===== config.mk =====
export PLATFORM = sky130hd
export DESIGN_NAME = i2c_status_top
export DESIGN_NICKNAME = d
export VERILOG_FILES = /design/src/rtl/i2c_status_pkg.sv /design/src/rtl/bus_mon_if.sv /design/src/rtl/i2c_status_top.sv /design/src/rtl/bus_monitor.sv
export VERILOG_INCLUDE_DIRS = /design/src /design/src/rtl
export SDC_FILE = /design/constraint.sdc
export NUM_CORES = 1
export LEC_CHECK = 0
export BUFFER_PORTS_ARGS = -buffer_cell sky130_fd_sc_hd__buf_2
export CORE_MARGIN = 5
export CORE_UTILIZATION = 58
export CTS_CLUSTER_SIZE = 16
export DETAILED_ROUTE_END_ITERATION = 6
export PLACE_DENSITY = 0.79
export SLEW_MARGIN = 15
export SYNTH_ARGS = -nofsm -noshare
export SYNTH_HDL_FRONTEND = slang
export SYNTH_SLANG_ARGS = --single-unit

===== constraint.sdc =====
create_clock -name clk_i -period 3.4 [get_ports clk_i]
set_input_delay 1.02 -clock clk_i [delete_from_list [all_inputs] [get_ports clk_i]]
set_output_delay 1.02 -clock clk_i [all_outputs]
set_load 0.01 [all_outputs]

===== src/rtl/i2c_status_map.svh =====
/*
 * Register offsets, field positions, reset values and timing counts of the
 * two-wire bus status and address-mask block.
 * Assumes a 25 MHz module clock and a byte-addressed APB with 32-bit data.
 */
`ifndef I2C_STATUS_MAP_SVH
`define I2C_STATUS_MAP_SVH

// APB byte offsets
`define OFS_STATUS 8'h00
`define OFS_MASK 8'h04
`define OFS_CTRL 8'h08
`define OFS_OWN 8'h0C
`define OFS_TX 8'h10
`define OFS_RX 8'h14

// Status field positions
`define ST_ACK_BIT 15
`define ST_MASTER_TX_ACTIVE_BIT 14
`define ST_BCL_BIT 10
`define ST_GC_BIT 9
`define ST_TEN_BIT_MATCH_FLAG_BIT 8
`define ST_WRITE_COLLISION_FLAG_BIT 7
`define ST_OV_BIT 6
`define ST_DA_BIT 5
`define ST_P_BIT 4
`define ST_S_BIT 3
`define ST_RW_BIT 2
`define ST_RBF_BIT 1
`define ST_TBF_BIT 0

// Control field positions
`define CTL_EN_BIT 0
`define CTL_GENERAL_CALL_ENABLE_BIT 1
`define CTL_A10M_BIT 2
`define CTL_IPMI_BIT 3
`define CTL_MST_BIT 4

// Reset values
`define MASK_RST 10'h000
`define CTRL_RST 5'h00
`define OWN_RST 10'h000

// Master timing: a quarter of a 100 kHz bit, least time rounded up
`define CLK_PERIOD_NS 40
`define QTR_NS 2500
`define QTR_CYC ((`QTR_NS + `CLK_PERIOD_NS - 1) / `CLK_PERIOD_NS)

`endif


===== src/rtl/i2c_status_pkg.sv =====
/*
 * Types shared by the bus monitor and the status engine.
 * Assumes nothing of its surroundings.
 */
package i2c_status_pkg;

   typedef enum logic [2:0] {
      ST_IDLE, ST_RX, ST_ACK, ST_STX, ST_MSTART, ST_MBIT, ST_MACK, ST_MSTOP
   } eng_state_t;

   typedef struct packed {
      logic scl_s1;
      logic scl_s2;
      logic scl_p;
      logic sda_s1;
      logic sda_s2;
      logic sda_p;
   } mon_t;

   typedef struct packed {
      eng_state_t st;
      logic [3:0] cnt;
      logic [1:0] ph;
      logic [15:0] qcnt;
      logic [7:0] sh;
      logic addr_ph;
      logic ten_hi;
      logic ack_drv;
      logic ack_smp;
      logic is_read;
      logic sda_low;
      logic scl_low;
      logic [7:0] tbuf;
      logic [7:0] rbuf;
      logic [9:0] msk;
      logic [9:0] own;
      logic [4:0] ctrl;
      logic ack_result_flag;
      logic master_tx_active;
      logic bus_collision_flag;
      logic general_call_seen;
      logic ten_bit_match_flag;
      logic write_collision_flag;
      logic ov;
      logic da;
      logic p;
      logic s;
      logic rw;
      logic receive_full_flag;
      logic transmit_full_flag;
      logic [15:0] rdata;
   } eng_t;

endpackage


===== src/rtl/bus_mon_if.sv =====
/*
 * Carrier of synchronised bus levels and detected bus events.
 * Assumes one clock domain shared by both ends.
 */
`timescale 1ns/1ps
interface bus_mon_if;
   logic scl;
   logic sda;
   logic scl_rise;
   logic scl_fall;
   logic start;
   logic stop;
   modport mon (output scl, sda, scl_rise, scl_fall, start, stop);
   modport eng (input scl, sda, scl_rise, scl_fall, start, stop);
endinterface


===== src/rtl/i2c_status_top.sv =====
/*
 * Two-wire bus status flags, slave address matching with bit masking,
 * a single-byte master transmit sequence, and an APB register slave.
 * Assumes an APB master on clk_i and open-drain bus pins outside.
 */
// Added by the designer: the address map and the APB interface to the registers.
// Summary of operation
// - at each acknowledge slot end, flag shows NACK as 1, ACK as 0
// - master transmit flag set at start, cleared after the acknowledge slot, ACK or NACK, or on collision
// - collision during master operation sets a flag only software clears
// - general call match sets a flag; Stop clears it
// - second byte of matching ten-bit address sets a flag; Stop clears it
// - transmit buffer write while busy is rejected and sets sticky flag
// - byte arriving while receive buffer is unread sets sticky overflow flag
// - slave address match clears data flag; data byte or send sets it
// - stop flag reads 1 when the last bus condition was a Stop
// - start flag reads 1 after Start or Repeated Start; Stop clears it
// - after slave address byte, direction flag shows read 1, write 0
// - receive full set when byte enters receive buffer; read clears
// - transmit full set on buffer write; cleared when sending completes
// - each set mask bit makes that address bit position don't-care
// - status bits 13 to 11 read zero and ignore writes
// - reserved bus addresses never match in seven-bit mode without IPMI, whatever the mask, except an enabled general call
// - general call is acknowledged only when enabled
`timescale 1ns/1ps
`include "i2c_status_map.svh"
module i2c_status_top #(
   parameter int QTR_CYCLES = `QTR_CYC
) (
   input wire logic clk_i,
   input wire logic rst_i,
   input wire logic [7:0] paddr_i,
   input wire logic psel_i,
   input wire logic penable_i,
   input wire logic pwrite_i,
   input wire logic [31:0] pwdata_i,
   output logic [31:0] prdata_o,
   output logic pready_o,
   output logic pslverr_o,
   input wire logic scl_i,
   output logic scl_o,
   output logic scl_oe_o,
   input wire logic sda_i,
   output logic sda_o,
   output logic sda_oe_o
);
   import i2c_status_pkg::*;
   bus_mon_if mon_if ();
   bus_monitor u_mon (
      .clk_i(clk_i),
      .rst_i(rst_i),
      .scl_i(scl_i),
      .sda_i(sda_i),
      .mon(mon_if.mon)
   );
   eng_t q;
   eng_t n;
   logic setup;
   logic acc;
   logic mapped;
   logic mst;
   logic busy;
   logic tick;
   logic [15:0] status;

   function automatic logic masked_eq(input logic [9:0] a, input logic [9:0] b,
                                      input logic [9:0] m);
      masked_eq = (((a ^ b) & ~m) == 10'h000);
   endfunction
   function automatic logic reserved7(input logic [6:0] a);
      reserved7 = (a[6:3] == 4'h0) || (a[6:3] == 4'hF);
   endfunction
   assign setup = psel_i & ~penable_i;
   assign acc = psel_i & penable_i;
   assign mapped = (paddr_i[1:0] == 2'b00) && (paddr_i <= `OFS_RX);
   assign mst = q.st inside {ST_MSTART, ST_MBIT, ST_MACK, ST_MSTOP};
   assign busy = mst || (q.st == ST_STX);
   assign tick = (q.qcnt == 16'(QTR_CYCLES - 1));
   assign status = {q.ack_result_flag, q.master_tx_active, 3'b000, q.bus_collision_flag, q.general_call_seen, q.ten_bit_match_flag, q.write_collision_flag, q.ov,
                    q.da, q.p, q.s, q.rw, q.receive_full_flag, q.transmit_full_flag};

   always_comb begin
      n = q;
      // Read data is captured in the setup cycle
      if (setup) begin
         unique case (paddr_i)
            `OFS_STATUS: n.rdata = status;
            `OFS_MASK: n.rdata = {6'h00, q.msk};
            `OFS_CTRL: n.rdata = {11'h000, q.ctrl};
            `OFS_OWN: n.rdata = {6'h00, q.own};
            `OFS_TX: n.rdata = {8'h00, q.tbuf};
            `OFS_RX: n.rdata = {8'h00, q.rbuf};
            default: n.rdata = 16'h0000;
         endcase
      end
      // Software writes and clears come first so hardware sets win
      if (acc && pwrite_i) begin
         unique case (paddr_i)
            `OFS_STATUS: begin
               n.bus_collision_flag = q.bus_collision_flag & pwdata_i[`ST_BCL_BIT];
               n.write_collision_flag = q.write_collision_flag & pwdata_i[`ST_WRITE_COLLISION_FLAG_BIT];
               n.ov = q.ov & pwdata_i[`ST_OV_BIT];
            end
            `OFS_MASK: n.msk = pwdata_i[9:0];
            `OFS_CTRL: n.ctrl = pwdata_i[4:0];
            `OFS_OWN: n.own = pwdata_i[9:0];
            `OFS_TX: begin
               if (busy) begin
                  n.write_collision_flag = 1'b1;
               end else begin
                  n.tbuf = pwdata_i[7:0];
                  n.transmit_full_flag = 1'b1;
                  if (q.ctrl[`CTL_MST_BIT] && q.ctrl[`CTL_EN_BIT]) begin
                     if (q.s) begin
                        n.bus_collision_flag = 1'b1;
                     end else if (q.st == ST_IDLE) begin
                        n.st = ST_MSTART;
                        n.ph = 2'd0;
                        n.qcnt = 16'h0000;
                        n.sh = pwdata_i[7:0];
                        n.cnt = 4'd0;
                        n.master_tx_active = 1'b1;
                     end
                  end
               end
            end
            default: ;
         endcase
      end
      if (acc && !pwrite_i && paddr_i == `OFS_RX) begin
         n.receive_full_flag = 1'b0;
      end
      // Bus conditions
      if (mon_if.start) begin
         n.s = 1'b1;
         n.p = 1'b0;
         if (!mst && q.ctrl[`CTL_EN_BIT]) begin
            n.st = ST_RX;
            n.cnt = 4'd0;
            n.addr_ph = 1'b1;
         end
      end
      if (mon_if.stop) begin
         n.p = 1'b1;
         n.s = 1'b0;
         n.general_call_seen = 1'b0;
         n.ten_bit_match_flag = 1'b0;
         n.ten_hi = 1'b0;
         if (!mst) begin
            n.st = ST_IDLE;
         end
      end
      if (mst) begin
         n.qcnt = tick ? 16'h0000 : q.qcnt + 16'h0001;
      end
      unique case (q.st)
         ST_IDLE: ;
         ST_RX: begin
            if (mon_if.scl_rise && q.cnt != 4'd8) begin
               n.sh = {q.sh[6:0], mon_if.sda};
               n.cnt = q.cnt + 4'd1;
            end else if (mon_if.scl_fall && q.cnt == 4'd8) begin
               n.st = ST_IDLE;
               n.addr_ph = 1'b0;
               n.ack_drv = 1'b0;
               n.is_read = 1'b0;
               if (q.addr_ph) begin
                  if (q.ctrl[`CTL_A10M_BIT]) begin
                     if (q.sh[7:3] == 5'b11110 &&
                         masked_eq({8'h00, q.sh[2:1]}, {8'h00, q.own[9:8]},
                                   {8'h00, q.msk[9:8]})) begin
                        if (!q.sh[0]) begin
                           n.ten_hi = 1'b1;
                           n.ack_drv = 1'b1;
                        end else if (q.ten_bit_match_flag) begin
                           n.ack_drv = 1'b1;
                           n.is_read = 1'b1;
                        end
                     end
                  end else if (q.sh == 8'h00) begin
                     n.ack_drv = q.ctrl[`CTL_GENERAL_CALL_ENABLE_BIT];
                     n.general_call_seen = q.ctrl[`CTL_GENERAL_CALL_ENABLE_BIT];
                  end else if (q.ctrl[`CTL_IPMI_BIT]) begin
                     n.ack_drv = 1'b1;
                     n.is_read = q.sh[0];
                  end else if (!reserved7(q.sh[7:1]) &&
                               masked_eq({3'h0, q.sh[7:1]}, {3'h0, q.own[6:0]},
                                         {3'h0, q.msk[6:0]})) begin
                     n.ack_drv = 1'b1;
                     n.is_read = q.sh[0];
                  end
                  if (n.ack_drv) begin
                     n.st = ST_ACK;
                     n.da = 1'b0;
                     n.rw = q.sh[0];
                  end
               end else if (q.ten_hi) begin
                  n.ten_hi = 1'b0;
                  if (masked_eq({2'h0, q.sh}, {2'h0, q.own[7:0]},
                                {2'h0, q.msk[7:0]})) begin
                     n.st = ST_ACK;
                     n.ack_drv = 1'b1;
                     n.ten_bit_match_flag = 1'b1;
                     n.da = 1'b0;
                     n.rw = 1'b0;
                  end
               end else begin
                  n.st = ST_ACK;
                  n.da = 1'b1;
                  if (q.receive_full_flag) begin
                     n.ov = 1'b1;
                  end else begin
                     n.rbuf = q.sh;
                     n.receive_full_flag = 1'b1;
                     n.ack_drv = 1'b1;
                  end
               end
            end
         end
         ST_ACK: begin
            if (mon_if.scl_rise) begin
               n.ack_smp = mon_if.sda;
            end else if (mon_if.scl_fall) begin
               n.ack_result_flag = q.ack_smp;
               n.ack_drv = 1'b0;
               n.cnt = 4'd0;
               if (q.is_read && !q.ack_smp) begin
                  n.st = ST_STX;
                  n.sh = q.tbuf;
               end else begin
                  n.st = q.is_read ? ST_IDLE : ST_RX;
               end
            end
         end
         ST_STX: begin
            if (mon_if.scl_fall) begin
               n.sh = {q.sh[6:0], 1'b1};
               n.cnt = q.cnt + 4'd1;
               if (q.cnt == 4'd7) begin
                  n.st = ST_ACK;
                  n.transmit_full_flag = 1'b0;
                  n.da = 1'b1;
               end
            end
         end
         ST_MSTART: begin
            if (tick) begin
               n.ph = q.ph + 2'd1;
               if (q.ph == 2'd0 && !mon_if.sda) begin
                  n.bus_collision_flag = 1'b1;
                  n.master_tx_active = 1'b0;
                  n.st = ST_IDLE;
               end else if (q.ph == 2'd3) begin
                  n.st = ST_MBIT;
               end
            end
         end
         ST_MBIT: begin
            if (tick) begin
               n.ph = q.ph + 2'd1;
               if (q.ph == 2'd2 && !q.sda_low && !mon_if.sda) begin
                  n.bus_collision_flag = 1'b1;
                  n.master_tx_active = 1'b0;
                  n.st = ST_IDLE;
               end else if (q.ph == 2'd3) begin
                  n.sh = {q.sh[6:0], 1'b1};
                  n.cnt = q.cnt + 4'd1;
                  if (q.cnt == 4'd7) begin
                     n.st = ST_MACK;
                  end
               end
            end
         end
         ST_MACK: begin
            if (tick) begin
               n.ph = q.ph + 2'd1;
               if (q.ph == 2'd2) begin
                  n.ack_smp = mon_if.sda;
               end else if (q.ph == 2'd3) begin
                  n.ack_result_flag = q.ack_smp;
                  n.master_tx_active = 1'b0;
                  n.transmit_full_flag = 1'b0;
                  n.st = ST_MSTOP;
               end
            end
         end
         ST_MSTOP: begin
            if (tick) begin
               n.ph = q.ph + 2'd1;
               if (q.ph == 2'd3) begin
                  n.st = ST_IDLE;
               end
            end
         end
      endcase
      // Pin drives follow the next state
      n.scl_low = 1'b0;
      n.sda_low = 1'b0;
      unique case (n.st)
         ST_ACK: n.sda_low = n.ack_drv;
         ST_STX: n.sda_low = ~n.sh[7];
         ST_MSTART: begin
            n.sda_low = (n.ph != 2'd0);
            n.scl_low = (n.ph == 2'd3);
         end
         ST_MBIT: begin
            n.sda_low = ~n.sh[7];
            n.scl_low = (n.ph == 2'd0) || (n.ph == 2'd3);
         end
         ST_MACK: n.scl_low = (n.ph == 2'd0) || (n.ph == 2'd3);
         ST_MSTOP: begin
            n.sda_low = (n.ph < 2'd2);
            n.scl_low = (n.ph == 2'd0);
         end
         default: ;
      endcase
   end

   always_ff @(posedge clk_i) begin
      if (rst_i) begin
         q <= '{st: ST_IDLE, msk: `MASK_RST, ctrl: `CTRL_RST, own: `OWN_RST,
                default: '0};
      end else begin
         q <= n;
      end
   end
   assign prdata_o = {16'h0000, q.rdata};
   assign pready_o = 1'b1;
   assign pslverr_o = acc & ~mapped;
   assign scl_o = 1'b0;
   assign sda_o = 1'b0;
   assign scl_oe_o = q.scl_low;
   assign sda_oe_o = q.sda_low;
endmodule


===== src/rtl/bus_monitor.sv =====
/*
 * Synchronises the clock and data lines and finds clock edges and
 * Start and Stop conditions.
 * Assumes raw pin levels from outside the clock domain.
 */
`timescale 1ns/1ps
module bus_monitor (
   input wire logic clk_i,
   input wire logic rst_i,
   input wire logic scl_i,
   input wire logic sda_i,
   bus_mon_if.mon mon
);
   import i2c_status_pkg::*;

   mon_t q;
   mon_t n;

   always_comb begin
      n = q;
      n.scl_s1 = scl_i;
      n.scl_s2 = q.scl_s1;
      n.scl_p = q.scl_s2;
      n.sda_s1 = sda_i;
      n.sda_s2 = q.sda_s1;
      n.sda_p = q.sda_s2;
   end

   always_ff @(posedge clk_i) begin
      if (rst_i) begin
         q <= '{default: 1'b1};
      end else begin
         q <= n;
      end
   end

   // Events are read from the second stage onward only
   assign mon.scl = q.scl_s2;
   assign mon.sda = q.sda_s2;
   assign mon.scl_rise = q.scl_s2 & ~q.scl_p;
   assign mon.scl_fall = ~q.scl_s2 & q.scl_p;
   assign mon.start = q.scl_s2 & q.scl_p & q.sda_p & ~q.sda_s2;
   assign mon.stop = q.scl_s2 & q.scl_p & ~q.sda_p & q.sda_s2;
endmodule


==> results of run 1 <==
report_power, final:
| part | internal (mW) | leakage, nW | total (mW) | switching, mW |
|---|---|---|---|---|
| Combinational | 0.0342 | 1.52 | 0.117 | 0.0827 |
| Sequential | 1.33 | 0.912 | 1.34 | 0.00720 |
| Clock | 1.17 | 0.287 | 1.78 | 0.616 |
| Total | 2.53 | 2.72 | 3.24 | 0.706 |
worst paths after layout:
kind | startpoint | end | slack, ns | cells after the start
min | u_mon.n[4]$_SDFF_PP1_ | u_mon.mon.scl$_SDFF_PP1_ | 0.41 | 1
max | paddr_i[5] | pslverr_o | 0.33 | 6
max reg2reg | q[101]$_SDFF_PP0_ | sda_oe_o$_SDFF_PP0_ | 0.61 | 9
min reg2reg | u_mon.n[4]$_SDFF_PP1_ | u_mon.mon.scl$_SDFF_PP1_ | 0.41 | 1
synth_stat cells (all sizes together) (3+ instances only):
cell,number,area (um^2)
nor3,13,70.1
o22ai,16,100
and3,3,18.8
nor2,92,348
a21oi,77,385
ha,9,113
nand2,102,383
xnor2,20,175
mux2i,37,370
a221oi,13,114
nand3,26,130
a21o,4,30.0
a211oi,4,30.0
dfxtp,113,2260
a31oi,3,18.8
buf,49,364
xor2,5,43.8
o21a,4,30.0
nor2b,10,62.6
or4,4,30.0
and3b,3,26.3
inv,19,71.3
o221ai,4,35.0
nor4,15,130
nor3b,7,52.6
o31ai,5,37.5
o21ai,25,125
nand4,10,77.6
nand3b,8,60.1
or2,8,50.1
and4,3,28.8
nand2b,8,50.1
a22oi,10,75.1
clkbuf,31,118
through the flow:
step                      total power, mW   util  hold WS (ns)  instance area [um^2]
final                                3.24  0.653         0.411                  7020
after detailed placement             1.48  0.598         0.401                  6420
after global routing                 3.34  0.653         0.439                  7020
after global placement               1.48  0.598         0.394                  6420
after floorplan                      1.46      -         0.389                  6350
after CTS                            3.26  0.653         0.415                  7020
registers in the layout, summed over array words and instances (netlist names):
name / cells
u_mon.n: 2
prdata_o: 13
q: 92
u_mon.mon.sda: 1
u_mon.mon.scl: 1
sda_oe_o: 1
scl_oe_o: 1
u_mon.q: 2
layout make-up:
type	count	area share
clock buffers	22	0.0660
clock inverters	10	0.0189
inverters	19	0.0102
multi-input cells	597	0.504
flip-flops and latches	113	0.322
well taps	140	0.0250
repair buffers	64	0.0538
routing by layer:
layer,wire (um),global-route usage
met1,7880,0.389
met2,8120,0.437
met3,1740,0.0642
met4,393,0.109
met5,0,0
logic make-up (layout without fill, tap and decap cells):
logic type,Yosys count,in the layout,synth area share
AOI/OAI and AO/OA,183,183,0.185
xor gates and xnor gates,25,25,0.0349
adders and majority gates,9,9,0.0179
buffers and inverters,99,115,0.0881
DFF,113,113,0.360
muxes,37,37,0.0590
other,2,22,0.00120
and+or+nand+nor,321,321,0.253
==> out/qor.yml, run 1 <==
layout:
  final_cell_mix: "dfxtp_1 (113), nand2_1 (102), nor2_1 (91)"
  area_growth_pct: 11.8
  final_common_cell: "dfxtp_1"
  multiInputGateArea_um2: 3540
  fillers: 939
  final_cells: 965
  diodes: 0
  seqCellArea_um2: 2260
  final_nets: 868
  drive_gt1_frac: 0.138
detailed_routing:
  drt-wirelength-per-cell_um: 18.8
  viasPerCell: 6.10
  drc_errors: 0
  wirelength_um: 18100
  ant_nets: 0
  num_vias: 5882
  drtIter0Drc: 705
  drtPass1Iterations: 5
sta:
  period_minus_slack_ns: 3.07
  setup_slack_ns: 0.330
  grt_setup_unrepaired: "false"
  fin_skew_ns: 0.00682
  worst_slew_pin_slew_ns: 0.815
  fmax_ghz: 0.326
  setup_tns_ns: 0
  maxSlewViolCount: 0
  hold_viol_final: 0
  slew_headroom: 0.455
  min_period_over_period: 0.903
  setup_viol: 0
clock_network:
  clk_pin_slew_ns: 0.05
  clk_latency_ns: 0.53
  cts_max_level: 4
  ctsResizeCount: 0
  clock_path_buffers: 2
  cts_made_buffers: 17
  postCtsSetupBuffers: 0
  root_buffer: "clkbuf_8"
  hold_buffers: 0
  cts_tree: "yes"
  cts_sinks: 113
setup_path:
  required_ns: 2.38
  start_kind: "input port"
  worstSetupPathType: "in2out"
  slowest_stage: "nor3b_1"
  arrival_ns: 2.05
  crit_top_cell: "buf_2"
  cp_top_family: "simple AND/OR/NAND/NOR gates"
  cp_max_fo: 4
  crit_path_max_incr_delay_ns: 0.28
  crit_buf_inv: 3
  crit_chain: "buf_2 -> nor3_1 -> buf_4 -> nor3b_1 -> a21oi_1 -> buf_2"
  end_kind: "output pin"
synth:
  ys_seq_area_frac: 0.360
  ys.flop_type: "dfxtp_1"
  synth.distinct_cells: 68
  syn_area_per_cell_um2: 7.95
  synth_warnings: 0
  async_flop_share: 0
  synth_seq_cells: 113
  synth_edf_count: 0
  syn_inst: 789
  syn_area_um2: 6280
place:
  pre_cts_ws_ns: 0.130
  hpwl_um: 13200
  portBuffers: 41
  gp_congestion: 0.974
  dp.cells: 933
die:
  dieArea_um2: 13000
  chipHeight_um: 114
  core-area_um2: 10700
  io_pins: 85
  start_util: 0.584
  rows: 38
  die_x_um: 114
power_and_ir_drop:
  static-leakage-power_nw: 2.72
  powerDensity_nw_per_um2: 462
  ir_drop_mv: 0.369
hold_path:
  hp-class: "reg2reg"
job:
  drv_cap: 0
grt:
  track_usage: 0.284
  antenna_found_initial: 0
  grt_pass1_vias: 5608
  grt_max_degree: 78
  grt-ovfl-total: 0
  grt_pass1_wl_um: 29000
status:
  status: "finished clean"
No activity file was read; power rests on OpenSTA's default activity.
==> inputs of run 2 (changes only) <==
Settings changed: ABC_AREA set to 1.
==> run 2 against run 1 <==
Final cell count rose by 16%. Global-route usage fell by 0.41 points. Design area rose by 1.8%. Count of clock-buffer cells in the layout rose by 4. First-iteration DRC count fell by 4.7%. Sequential power rose by 4%. Hold slack got worse by 0.0080 ns. Critical path type unchanged. Synthesized cell count rose by 17%. Via count rose by 6.0%. Power rose by 9.4%. Non-clock buffer count fell by 12. Routed wire length fell by 2.6%.
==> out/qor.yml, run 2 <==
detailed_routing:
  drt-wirelength-per-cell_um: 15.8  # was 18.8 um
  drc_errors: 0  # unchanged
  wirelength_um: 17700  # was 18100 um
  drtIter0Drc: 672  # was 705
  drtPass1Iterations: 5  # unchanged
  ant_nets: 0  # unchanged
  num_vias: 6234  # was 5882
  viasPerCell: 5.59  # was 6.10
layout:
  top_register: "q"  # unchanged
  area_growth_pct: 10.9  # was 11.8%
  diodes: 0  # unchanged
  largest_reg_flops: 92  # unchanged
  drive_gt1_frac: 0.164  # was 0.138
  final_common_cell: "nand2_1"  # was dfxtp_1
  final_nets: 1019  # was 868
  fillers: 989  # was 939
  final_cell_mix: "nand2_1 (156), inv_1 (118), dfxtp_1 (113)"  # was dfxtp_1 (113), nand2_1 (102), nor2_1 (91)
grt:
  grt-ovfl-total: 0  # unchanged
  track_usage: 0.280  # was 0.284
  grt_max_degree: 64  # was 78
  grt_pass1_vias: 5880  # was 5608
  antenna_found_initial: 0  # unchanged
  grt_pass1_wl_um: 29000  # about the same
die:
  die_x_um: 115  # was 114 um
  io_pins: 85  # unchanged
  core-area_um2: 10800  # was 10700 um^2
  chipHeight_um: 115  # was 114 um
  rows: 38  # unchanged
  start_util: 0.594  # was 0.584
  dieArea_um2: 13300  # was 13000 um^2
setup_path:
  start_kind: "input port"  # unchanged
  crit_path_max_incr_delay_ns: 0.24  # was 0.28 ns
  crit_chain: "buf_2 -> or2_4 -> nor2_4 -> inv_2 -> or2_1 -> nor3_2 -> inv_2 -> nand3_1 -> nor4_1 -> buf_2"  # was buf_2 -> nor3_1 -> buf_4 -> nor3b_1 -> a21oi_1 -> buf_2
  worstSetupPathType: "in2out"  # unchanged
  slowest_stage: "or2_4"  # was nor3b_1
  path_depth: 10  # was 6
  reg2regPathDepth: 12  # was 9
  required_ns: 2.38  # about the same
  cp_max_fo: 3  # was 4
  arrival_ns: 2.21  # was 2.05 ns
  end_kind: "output pin"  # unchanged
  crit_buf_inv: 4  # was 3
  cp_top_family: "simple AND/OR/NAND/NOR gates"  # unchanged
sta:
  period_minus_slack_ns: 3.23  # was 3.07 ns
  setup_viol: 0  # unchanged
  slew_headroom: 0.599  # was 0.455
  grt_setup_unrepaired: "false"  # unchanged
  fmax_ghz: 0.309  # was 0.326 GHz
  setup_tns_ns: 0  # unchanged
  hold_viol_final: 0  # unchanged
  setup_slack_ns: 0.168  # was 0.330 ns
  worst_slew_pin_slew_ns: 0.596  # was 0.815 ns
  maxSlewViolCount: 0  # unchanged
  fin_skew_ns: 0.00762  # was 0.00682 ns
  min_period_over_period: 0.951  # was 0.903
synth:
  ys.flop_type: "dfxtp_1"  # unchanged
  synth_xor_xnor_area_share: 0.00136  # was 0.0349
  yosys-top-cells-count: "nand2_1 (156), inv_1 (118), dfxtp_1 (113)"  # was dfxtp_1 (113), nand2_1 (102), nor2_1 (91)
  synth_edf_count: 0  # unchanged
  yosys.area_share.simple: 0.253  # about the same
  synth_top_cell_by_area: "dfxtp_1"  # unchanged
  synth.distinct_cells: 54  # was 68
  synth_top_family_by_area: "simple AND/OR/NAND/NOR gates"  # unchanged
  async_flop_share: 0  # unchanged
  yosysMostFrequentCell: "nand2_1"  # was dfxtp_1
  syn_area_per_cell_um2: 6.95  # was 7.95 um^2
  yosysTopAreaCellShare: 0.351  # was 0.360
  synth_warnings: 0  # unchanged
  syn_area_um2: 6440  # was 6280 um^2
  ys_seq_area_frac: 0.351  # was 0.360
  synthMuxAreaShare: 0  # was 0.0590
  synth_seq_cells: 113  # unchanged
  synth_adder_area_share: 0.0175  # was 0.0179
  synth-compound-area-share: 0.229  # was 0.185
  synthTopCellsByArea: "dfxtp_1 (35%), nand2_1 (9.1%), a21oi_1 (7.2%)"  # was dfxtp_1 (36%), a21oi_1 (6.1%), nand2_1 (6.1%)
  syn_inst: 927  # was 789
clock_network:
  postCtsSetupBuffers: 0  # unchanged
  clk_pin_slew_ns: 0.05  # about the same
  hold_buffers: 0  # unchanged
  cts_max_level: 4  # unchanged
  root_buffer: "clkbuf_8"  # unchanged
  clk_latency_ns: 0.53  # about the same
  clock_path_buffers: 2  # unchanged
  cts_made_buffers: 17  # unchanged
  cts_sinks: 113  # unchanged
  cts_tree: "yes"  # unchanged
  ctsResizeCount: 0  # unchanged
place:
  hpwl_um: 12900  # was 13200 um
  pre_cts_ws_ns: 0.154  # was 0.130 ns
  portBuffers: 41  # unchanged
  gp_congestion: 0.976  # was 0.974
status:
  status: "finished clean"  # unchanged
power_and_ir_drop:
  powerDensity_nw_per_um2: 496  # was 462 nW/um^2
  static-leakage-power_nw: 3.08  # was 2.72 nW
  ir_drop_mv: 0.306  # was 0.369 mV
hold_path:
  holdPathStages: 1  # unchanged
  hp-class: "reg2reg"  # unchanged
job:
  drv_cap: 0  # unchanged
run 2: path summary, 6_finish.rpt:
| check | from | slack [ns] | to |
|---|---|---|---|
| max | paddr_i[7] | 0.17 | pslverr_o |
| min | u_mon.n[4]$_SDFF_PP1_ | 0.40 | u_mon.mon.scl$_SDFF_PP1_ |
| max reg2reg | q[109]$_SDFF_PP0_ | 1.02 | sda_oe_o$_SDFF_PP0_ |
| min reg2reg | u_mon.n[4]$_SDFF_PP1_ | 0.40 | u_mon.mon.scl$_SDFF_PP1_ |
run 2: metrics by stage:
step / power, mW / hold slack, ns / util / area, um^2 / std cells
4_1_cts: 3.56 / 0.403 / 0.659 / 7150 / 1116
3_5_place_dp: 1.96 / 0.394 / 0.610 / 6610 / 1084
6_report: 3.55 / 0.403 / 0.659 / 7150 / 1116
5_1_grt: 3.71 / 0.414 / 0.659 / 7150 / 1116
2_1_floorplan: 1.84 / 0.389 / - / 6520 / 947
3_3_place_gp: 1.95 / 0.393 / 0.610 / 6610 / 1084
run 2: report_power, final:
part	internal, mW	total [mW]	leakage [nW]	switching, mW
registers	1.35	1.40	0.913	0.0425
logic	0.157	0.547	1.90	0.390
clock network	1.02	1.60	0.267	0.585
run 2: layout make-up:
class                   instances  area, um^2  area share
clock inverters                 6        55.1     0.00770
multi-input cells             627        3310       0.463
clock buffers                  26         478      0.0669
flip-flops and latches        113        2260       0.317
well taps                     140         175      0.0245
repair buffers                 52         288      0.0403
inverters                     152         581      0.0812
run 2: routing by layer:
layer  track usage  wire length [um]
met1         0.343              7060
met2         0.459              8320
met3        0.0689              1510
met4         0.138               773
met5             0                 0
run 2: worst reg2reg max path, stage by stage, from the launching register on:
cell and delay (ns):
dfxtp_1 0.61, clkinv_4 0.17, nand2_1 0.17, inv_1 0.07
nand2_1 0.35, o21ai_1 0.13, a21oi_1 0.17, nand3_2 0.13
and2_1 0.16, nand3_1 0.06, nand2_1 0.05, nor2_1 0.13
nor2_1 0.05
run 2: logic make-up (layout without fill, tap and decap cells):
logic type,after synthesis,count (layout)
compound gates,256,256
xor+xnor,1,1
fa+ha+maj,9,9
buf+inv,207,236
flops,113,113
other cells,2,22
simple gates,339,339
==> inputs of run 3 (changes only) <==
Clock period 3.4 ns to 3.7 ns, I/O delays scaled along.
==> run 3 against run 2 <==
Via count increased by 0.29%. Non-clock buffer count fell by 1. Design area rose by 0.25%. Clock skew increased by 0.0014 ns. Sequential power down 9%. Hold slack gained 0.0021 ns. Global-route usage down 0.13 points. Routed wire length barely moved. Highest routed layer unchanged. Sequential share of layout area fell by 0.077 points. Core utilization increased by 0.16 points. Largest cell class unchanged.
==> out/qor.yml, run 3 (synthesis gave the netlist of run 2 again) <==
hold_path:
  min_to: "u_mon.mon.sda$_SDFF_PP1_"  # was u_mon.mon.scl$_SDFF_PP1_
  holdPathStages: 1  # unchanged
  hp-class: "reg2reg"  # unchanged
  worstHoldStart: "u_mon.n[1]$_SDFF_PP1_"  # was u_mon.n[4]$_SDFF_PP1_
sta:
  fin_skew_ns: 0.00900  # was 0.00762 ns
  setup_viol: 0  # unchanged
  maxSlewViolCount: 0  # unchanged
  setup_tns_ns: 0  # unchanged
  min_period_over_period: 0.917
  slew_headroom: 0.602  # was 0.599
  period_minus_slack_ns: 3.39
  fmax_ghz: 0.295
  worst_slew_pin_slew_ns: 0.592  # was 0.596 ns
  hold_viol_final: 0  # unchanged
  grt_setup_unrepaired: "false"  # unchanged
setup_path:
  startpoint: "paddr_i[7]"  # unchanged
  crit_chain: "buf_2 -> or2_4 -> nor2_4 -> inv_2 -> or2_1 -> nor3_2 -> inv_2 -> nand3_1 -> nor4_1 -> buf_2"  # unchanged
  end_kind: "output pin"  # unchanged
  crit_path_max_incr_delay_ns: 0.24  # about the same
  worstSetupPathType: "in2out"  # unchanged
  slowest_stage: "or2_4"  # unchanged
  rr_startpoint: "q[109]$_SDFF_PP0_"  # unchanged
  crit_buf_inv: 4  # unchanged
  ff2ff_setup_slack_ns: 1.28  # was 1.02 ns
  r2r_end: "sda_oe_o$_SDFF_PP0_"  # unchanged
  reg2regPathDepth: 12  # unchanged
  start_kind: "input port"  # unchanged
  required_ns: 2.59  # was 2.38 ns
  arrival_ns: 2.28  # was 2.21 ns
  cp_top_family: "simple AND/OR/NAND/NOR gates"  # unchanged
  cp_max_fo: 3  # unchanged
detailed_routing:
  drtPass1Iterations: 5  # unchanged
  ant_nets: 0  # unchanged
  wirelength_um: 17600  # was 17700 um
  drt-wirelength-per-cell_um: 15.8  # about the same
  num_vias: 6252  # was 6234
  viasPerCell: 5.61  # was 5.59
  drc_errors: 0  # unchanged
  drtIter0Drc: 723  # was 672
clock_network:
  cts_sinks: 113  # unchanged
  clk_latency_ns: 0.54  # was 0.53 ns
  root_buffer: "clkbuf_8"  # unchanged
  cts_max_level: 4  # unchanged
  cts_tree: "yes"  # unchanged
  clock_path_buffers: 2  # unchanged
  cts_made_buffers: 17  # unchanged
  clk_pin_slew_ns: 0.05  # about the same
  postCtsSetupBuffers: 0  # unchanged
  ctsResizeCount: 0  # unchanged
  hold_buffers: 0  # unchanged
power_and_ir_drop:
  p_sw_uw: 947  # was 1.02 mW
  powerDensity_nw_per_um2: 464  # was 496 nW/um^2
  swShare: 0.285  # was 0.287
  ir_drop_mv: 0.351  # was 0.306 mV
  seq_power_share: 0.386  # was 0.394
  internal_power_mw: 2.38  # was 2.53 mW
  total_power_mw: 3.32  # was 3.55 mW
  combPwrFrac: 0.152  # was 0.154
  p_clk_frac: 0.462  # was 0.452
  static-leakage-power_nw: 3.09  # was 3.08 nW
grt:
  antenna_found_initial: 0  # unchanged
  grt-ovfl-total: 0  # unchanged
  track_usage: 0.279  # was 0.280
  grt_pass1_wl_um: 28900  # was 29000 um
  grt_max_degree: 64  # unchanged
  grt_pass1_vias: 5844  # was 5880
layout:
  top_register: "q"  # unchanged
  final_nets: 1018  # was 1019
  final_cell_mix: "nand2_1 (156), inv_1 (118), dfxtp_1 (113)"  # unchanged
  final_common_cell: "nand2_1"  # unchanged
  drive_gt1_frac: 0.165  # was 0.164
  largest_reg_flops: 92  # unchanged
  area_growth_pct: 11.2  # was 10.9%
  diodes: 0  # unchanged
place:
  portBuffers: 41  # unchanged
  gp_congestion: 0.967  # was 0.976
  hpwl_um: 12900  # about the same
die:
  core-area_um2: 10800  # unchanged
  die_x_um: 115  # unchanged
  chipHeight_um: 115  # unchanged
  rows: 38  # unchanged
  dieArea_um2: 13300  # unchanged
  start_util: 0.594  # unchanged
  io_pins: 85  # unchanged
status:
  status: "finished clean"  # unchanged
job:
  drv_cap: 0  # unchanged
[run 3: cell types whose count changed in the layout (fill, tap and decap cells not counted), sizes merged]
cell / change
clkinv: -1
buf: -1
[run 3: layout make-up]
| class | count | area, um^2 |
|---|---|---|
| Fill cell | 969 | 3680 |
| Multi-Input combinational cell | 627 | 3310 |
| Sequential cell | 113 | 2260 |
| Inverter | 152 | 581 |
| Clock buffer | 26 | 508 |
| Timing Repair Buffer | 51 | 280 |
| Tap cell | 140 | 175 |
| Clock inverter | 5 | 50.0 |
[run 3: per-stage QoR]
stage / cells / util / hold slack [ns] / cell area, um^2 / setup slack (ns)
2_1_floorplan: 947 / - / 0.389 / 6520 / 0.471
3_3_place_gp: 1083 / 0.609 / 0.392 / 6610 / 0.300
3_5_place_dp: 1083 / 0.609 / 0.394 / 6610 / 0.299
4_1_cts: 1114 / 0.661 / 0.407 / 7160 / 0.298
5_1_grt: 1114 / 0.661 / 0.430 / 7160 / 0.220
6_report: 1114 / 0.661 / 0.405 / 7160 / 0.307
[run 3: worst reg2reg max path, stage by stage, from the launching register on]
cell and delay (ns):
dfxtp_1 0.62, clkinv_4 0.17, nand2_1 0.17, inv_1 0.07, nand2_1 0.35, o21ai_1 0.16
a21oi_1 0.17, nand3_2 0.13, and2_1 0.16, nand3_1 0.06, nand2_1 0.05, nor2_1 0.13
nor2_1 0.05
[run 3: per-layer routing]
metal / track usage / routed length [um] / share of wire
met1: 0.337 / 7040 / 0.40
met2: 0.451 / 8450 / 0.48
met3: 0.0726 / 1320 / 0.075
met4: 0.155 / 840 / 0.048
met5: 0 / 0 / 0
[run 3: how the worst max path moves through the flow]
stage	to	slack, ns	cells after the start
4_1_cts	pslverr_o	0.30	10
5_1_grt	pslverr_o	0.22	10
3_3_place_gp	pslverr_o	0.30	10
6_report	pslverr_o	0.31	10
2_1_floorplan	pslverr_o	0.47	6
3_5_place_dp	pslverr_o	0.30	10
[run 3: power groups by stage]
stage	Combinational, mW	Sequential (mW)	Clock, mW
detailed placement	0.494	1.31	0
global placement	0.491	1.31	0
global route	0.555	1.29	1.61
CTS	0.499	1.28	1.55
floorplan	0.403	1.29	0
finish	0.504	1.28	1.53
